<file path="config.mk">
export PLATFORM = sky130hd
export DESIGN_NAME = serial_in_latched_output_driver
export DESIGN_NICKNAME = d
export VERILOG_FILES = /design/src/inc/sipo_driver_pkg.sv /design/src/logic/serial_in_latched_output_driver.sv /design/src/logic/output_stage.sv
export SDC_FILE = /design/constraint.sdc
export NUM_CORES = 1
export LEC_CHECK = 0
export BUFFER_PORTS_ARGS = -buffer_cell sky130_fd_sc_hd__buf_4
export CAP_MARGIN = 15
export CORE_MARGIN = 5
export CORE_UTILIZATION = 53
export CTS_CLUSTER_SIZE = 8
export DETAILED_ROUTE_END_ITERATION = 10
export PLACE_DENSITY = 0.75
export SLEW_MARGIN = 20
export SYNTH_ARGS = -nofsm -noshare
export SYNTH_HDL_FRONTEND = slang
export SYNTH_HIERARCHICAL = 1
export SYNTH_SLANG_ARGS = --single-unit
</file>
<file path="constraint.sdc">
create_clock -name core_clk_in -period 1.17 [get_ports core_clk_in]
set_input_delay 0.0585 -clock core_clk_in [delete_from_list [all_inputs] [get_ports core_clk_in]]
set_output_delay 0.0585 -clock core_clk_in [all_outputs]
set_load 0.05 [all_outputs]
</file>
<file path="src/inc/sipo_driver_pkg.sv">
/*
  Shared constants for the serial-in latched output driver.
  Assumes a single 50 MHz core clock and synchronous pin inputs.
*/
package sipo_driver_pkg;
  localparam int STAGE_COUNT = 10;
  localparam int CORE_CLK_HZ = 50000000;
  localparam int SHIFT_CLK_PLAN_HZ = 10000000;
  // fewest core cycles per shift clock half period at the planned rate
  localparam int SHIFT_HALF_CYCLES = CORE_CLK_HZ / (2 * SHIFT_CLK_PLAN_HZ);
  localparam logic [STAGE_COUNT-1:0] SHIFT_RESET_VAL = 10'h000;
  localparam logic [STAGE_COUNT-1:0] LATCH_RESET_VAL = 10'h000;
  localparam logic EDGE_HIST_RESET_VAL = 1'b0;
  typedef enum logic [1:0] {
    LATCH_HOLD = 2'b01,
    LATCH_FOLLOW = 2'b10
  } latch_mode_t;
endpackage

</file>
<file path="src/logic/serial_in_latched_output_driver.sv">
/*
  Ten-stage serial-in shift register with cascade output, strobe-loaded
  latches and a blanking gate in front of the parallel drivers.
  Assumes shift clock, data, strobe and blanking are synchronous to
  core_clk_in and that the shift clock stays well below half its rate.
*/
module serial_in_latched_output_driver
  import sipo_driver_pkg::*;
#(
  parameter int WIDTH = STAGE_COUNT
) (
  // clock and reset
  input wire logic core_clk_in,
  input wire logic nrst_in,
  // serial interface
  input wire logic shift_clk_in,
  input wire logic serial_data_in,
  output logic cascade_out,
  // latch and output control
  input wire logic strobe_in,
  input wire logic blank_in,
  // parallel drivers
  output logic [WIDTH-1:0] drive_out
);
  // shift clock edge history
  logic shift_clk_d_ff;
  logic shift_rise;

  // shift register stages
  logic [WIDTH-1:0] shift_ff;
  logic [WIDTH-1:0] nxt_shift;
  logic [WIDTH-1:0] stage_src;

  // latch bank
  logic [WIDTH-1:0] latch_ff;
  logic [WIDTH-1:0] nxt_latch;
  latch_mode_t latch_mode;

  always_ff @(posedge core_clk_in or negedge nrst_in) begin
    if (!nrst_in) begin
      shift_clk_d_ff <= EDGE_HIST_RESET_VAL;
    end else begin
      shift_clk_d_ff <= shift_clk_in;
    end
  end

  // the device has no reset pin; reset values here carry no meaning to the host
  // history resets low, matching the idle level of the shift clock
  assign shift_rise = shift_clk_in & ~shift_clk_d_ff;

  // per-stage source: the head takes the pin, every other stage its neighbour
  genvar k;
  generate
    for (k = 0; k < WIDTH; k++) begin : g_stage
      if (k == 0) begin : g_head
        assign stage_src[k] = serial_data_in;
      end else begin : g_tail
        assign stage_src[k] = shift_ff[k-1];
      end
    end
  endgenerate

  always_comb begin
    if (shift_rise) begin
      nxt_shift = stage_src;
    end else begin
      nxt_shift = shift_ff;
    end
  end

  always_ff @(posedge core_clk_in or negedge nrst_in) begin
    if (!nrst_in) begin
      shift_ff <= SHIFT_RESET_VAL;
    end else begin
      shift_ff <= nxt_shift;
    end
  end

  assign cascade_out = shift_ff[WIDTH-1];

  always_comb begin
    if (strobe_in) begin
      latch_mode = LATCH_FOLLOW;
    end else begin
      latch_mode = LATCH_HOLD;
    end
  end

  // transparent latch modelled as a follower register: one core cycle late,
  // traded for a flop-only design with no real latches
  always_comb begin
    case (latch_mode)
      LATCH_FOLLOW: begin
        nxt_latch = shift_ff;
      end
      LATCH_HOLD: begin
        // blanking is not looked at here, so it can never disturb storage
        nxt_latch = latch_ff;
      end
      default: begin
        nxt_latch = latch_ff;
      end
    endcase
  end

  always_ff @(posedge core_clk_in or negedge nrst_in) begin
    if (!nrst_in) begin
      latch_ff <= LATCH_RESET_VAL;
    end else begin
      latch_ff <= nxt_latch;
    end
  end

  output_stage #(
    .WIDTH(WIDTH)
  ) u_output_stage (
    .core_clk_in(core_clk_in),
    .nrst_in(nrst_in),
    .blank_in(blank_in),
    .latch_in(latch_ff),
    .drive_out(drive_out)
  );
endmodule

</file>
<file path="src/logic/output_stage.sv">
/*
  Output stage: one driver per latch, forced low while blanking is high.
  Assumes latch values arrive from flip-flops in the parent.
*/
module output_stage
  import sipo_driver_pkg::*;
#(
  parameter int WIDTH = STAGE_COUNT
) (
  // clock and reset
  input wire logic core_clk_in,
  input wire logic nrst_in,
  // control and data
  input wire logic blank_in,
  input wire logic [WIDTH-1:0] latch_in,
  // pins
  output logic [WIDTH-1:0] drive_out
);
  logic [WIDTH-1:0] drive_ff;

  genvar i;
  generate
    for (i = 0; i < WIDTH; i++) begin : g_drv
      always_ff @(posedge core_clk_in or negedge nrst_in) begin
        if (!nrst_in) begin
          drive_ff[i] <= 1'b0;
        end else begin
          // blanking only gates the driver, latch storage is untouched
          drive_ff[i] <= blank_in ? 1'b0 : latch_in[i];
        end
      end
    end
  endgenerate

  assign drive_out = drive_ff;
endmodule

</file>
==> metrics.yaml <==
outcome:
  run_status: "complete, no violations"
layout:
  final_common_cell: "dfrtp_1"
  area_growth_pct: 21.51
  drive_gt1_frac: 0.5000
  final_cell_mix: "dfrtp_1, buf_4, mux2_4, mux2_2, nor2b_1"
  n_fill_cell: 152
  antenna_cells: 0
  nets: 96
synthesis:
  yosysWarnings: 6
  syn_nets: 70
  synth-simple-area-share: 0.06696
  synth_fa_ha_area_frac: 0
  yosysUniqueCellTypes: 7
  muxShareOfSynthArea: 0.2305
  syn_area_um2: 1140
  syn_area_per_cell_um2: 17.81
  yosys.area_share.xor_xnor: 0
  seq_area_frac_synth: 0.6806
  ys_ff_latch: 31
  synth_area_leaders: "dfrtp_1, mux2_4, mux2_2, nor2b_1, buf_12"
  synthCells: 64
  synth_compound_area_frac: 0
  yosysTopAreaCellShare: 0.6806
  synth_top_area_cell: "dfrtp_1"
  synth_top_family_by_area: "multiplexers"
placed_design:
  port_buffers: 16
  gp_congestion: 0.6709
  dp_hpwl_um: 1060
global_routing:
  grt_pass1_vias: 586
  gr-total-overflow: 0
  antenna_found_initial: 0
  grt_usage: 0.1302
  grt_pass1_wl_um: 2898
  grt_max_degree: 32
sta:
  final.min_clock_period_ps: 1090
  final-hold-violation-count: 0
  fmax_mhz: 917.4
  setup_violations: 0
  whs_ps: 102.4
  tightest_slew_ps: 373.8
  finalCritPeriodShare: 0.9317
  slew_violations: 0
  rsz0062_at_grt: "no"
  finClkSkew_ps: 6.055
  relSlewSlack: 0.7508
  fin_setup_tns_ps: 0
drt:
  wl_met1_um: 711
  drtIter0Drc: 0
  route.met2.wl_um: 751
  drc: 0
  dr.pass1.iters: 1
  totalWireLength_um: 1638
  wl_per_cell_um: 14.00
  dr_wl_met3_um: 115
  viasPerCell: 4.752
  num_vias: 556
  antenna_left: 0
  top_layer: "met4"
floorplan:
  num_rows: 16
  core-area_um2: 2002
  dieArea_um2: 3178
  die_w_um: 56.38
  initial_core_util: 0.5694
  die_y_um: 56.38
  io_pins: 17
pwr:
  ir_worst_vdd_mv: 1.455
  power_density_nw_per_um2: 2378
  leakage_nw: 0.6700
clocking:
  clock-sinks: 31
  clockRootBuffer: "clkbuf_4"
  worstSkewPairLatency_ps: 320
  cts_setup_buffers: 0
  cts.clk_slew.worst_paths_ps: 90
  numCtsBuffers: 5
  cts_buffer_depth: 2
  cts_tree: "yes"
  cts_htree_levels: 2
critical_path:
  setup.worst_path.start_class: "register"
  slowest_stage: "dfrtp_1"
  cp_max_fo: 10
  crit-reg2reg-launch: "shift_clk_d_ff"
  critical_path_required_ps: 1380
  cp-end-kind: "register"
  r2r_end: "shift_ff[0]"
  path_delay_family: "flip-flops"
  max_stage_delay_ps: 400
  path_cells: "nor2b_4 -> buf_12 -> mux2_4"
  worst_r2r_path_depth: 3
  r2r_slack_ps: 80
  cp.arrival_ps: 1300
  critical_path_class: "register to register"
  crit_buf_inv: 1
worst_hold_path:
  hold_path.startpoint: "strobe_in"
  min_path_type: "input pin to register"
  hold_depth: 2
  hold_end: "latch_ff[3]"
job:
  cap_viol_max_count: 0
[metrics by stage]
step                total power [mW]  cell area, um2  utilization  cells  worst slack (ps)
finish                         3.294            1385       0.6919    117             79.97
global route                   3.489            1385       0.6919    117             54.65
global placement               2.666            1289       0.6438    106             99.40
CTS                            3.337            1385       0.6919    117             73.73
detailed placement             2.709            1289       0.6438    106             91.34
floorplan                      2.400            1140            -     64             117.6
[how the worst max path moves through the flow]
stage | start | slack, ps | cells past startpoint | endpoint
4_1_cts | shift_clk_d_ff | 70 | 3 | shift_ff[0]
3_5_place_dp | shift_clk_d_ff | 90 | 3 | shift_ff[0]
5_1_grt | shift_clk_d_ff | 50 | 3 | shift_ff[0]
3_3_place_gp | shift_clk_d_ff | 100 | 3 | shift_ff[6]
2_1_floorplan | shift_clk_d_ff | 120 | 3 | shift_ff[0]
6_report | shift_clk_d_ff | 80 | 3 | shift_ff[0]
[cells in the mapped netlist]
library cell  instances
nor2b_1              10
buf_2                 1
dfrtp_1              31
mux2_2               10
buf_12                1
nor2b_4               1
mux2_4               10
[worst register-to-register path, cell delays in order, from the launching register on]
cell and delay [ps]:
dfrtp_1 400, nor2b_4 130, buf_12 150, mux2_4 300
[metal layers]
| metal | GRT usage | up-vias |
|---|---|---|
| li1 | - | 270 |
| met1 | 0.1577 | 261 |
| met2 | 0.1770 | 18 |
| met3 | 0.05963 | 7 |
| met4 | 0.1017 | 0 |
| met5 | 0 | - |
[timing repair]
action,4_1_cts,5_1_grt
gates resized for setup,0,0
hold endpoints to repair,43,0
hold buffers,4,0
[area by class of cell]
cell class	instances	area, um2	area share
clock buffer	6	51.30	0.03704
clock inverter	1	5.005	0.003613
multi-input combinational	31	339.1	0.2448
sequential	31	775.7	0.5601
tap	27	33.78	0.02439
timing repair buffer	21	180.2	0.1301
[cell families (layout without fill, tap and decap cells)]
group	count (synthesis)	after routing
buffers and inverters	2	28
AND/OR/NAND/NOR	11	11
multiplexers	20	20
flip-flops	31	31
[power by group]
part	switching (mW)	internal [mW]
combinational	0.522	0.513
sequential	0.201	1.44
clock	0.338	0.278
[flip-flops by register name, indices dropped and copies added, names as in the netlist]
register and count:
u_output_stage/drive_out 10, latch_ff 10, shift_clk_d_ff 1, shift_ff 10
(Power assumes the default switching activity.)
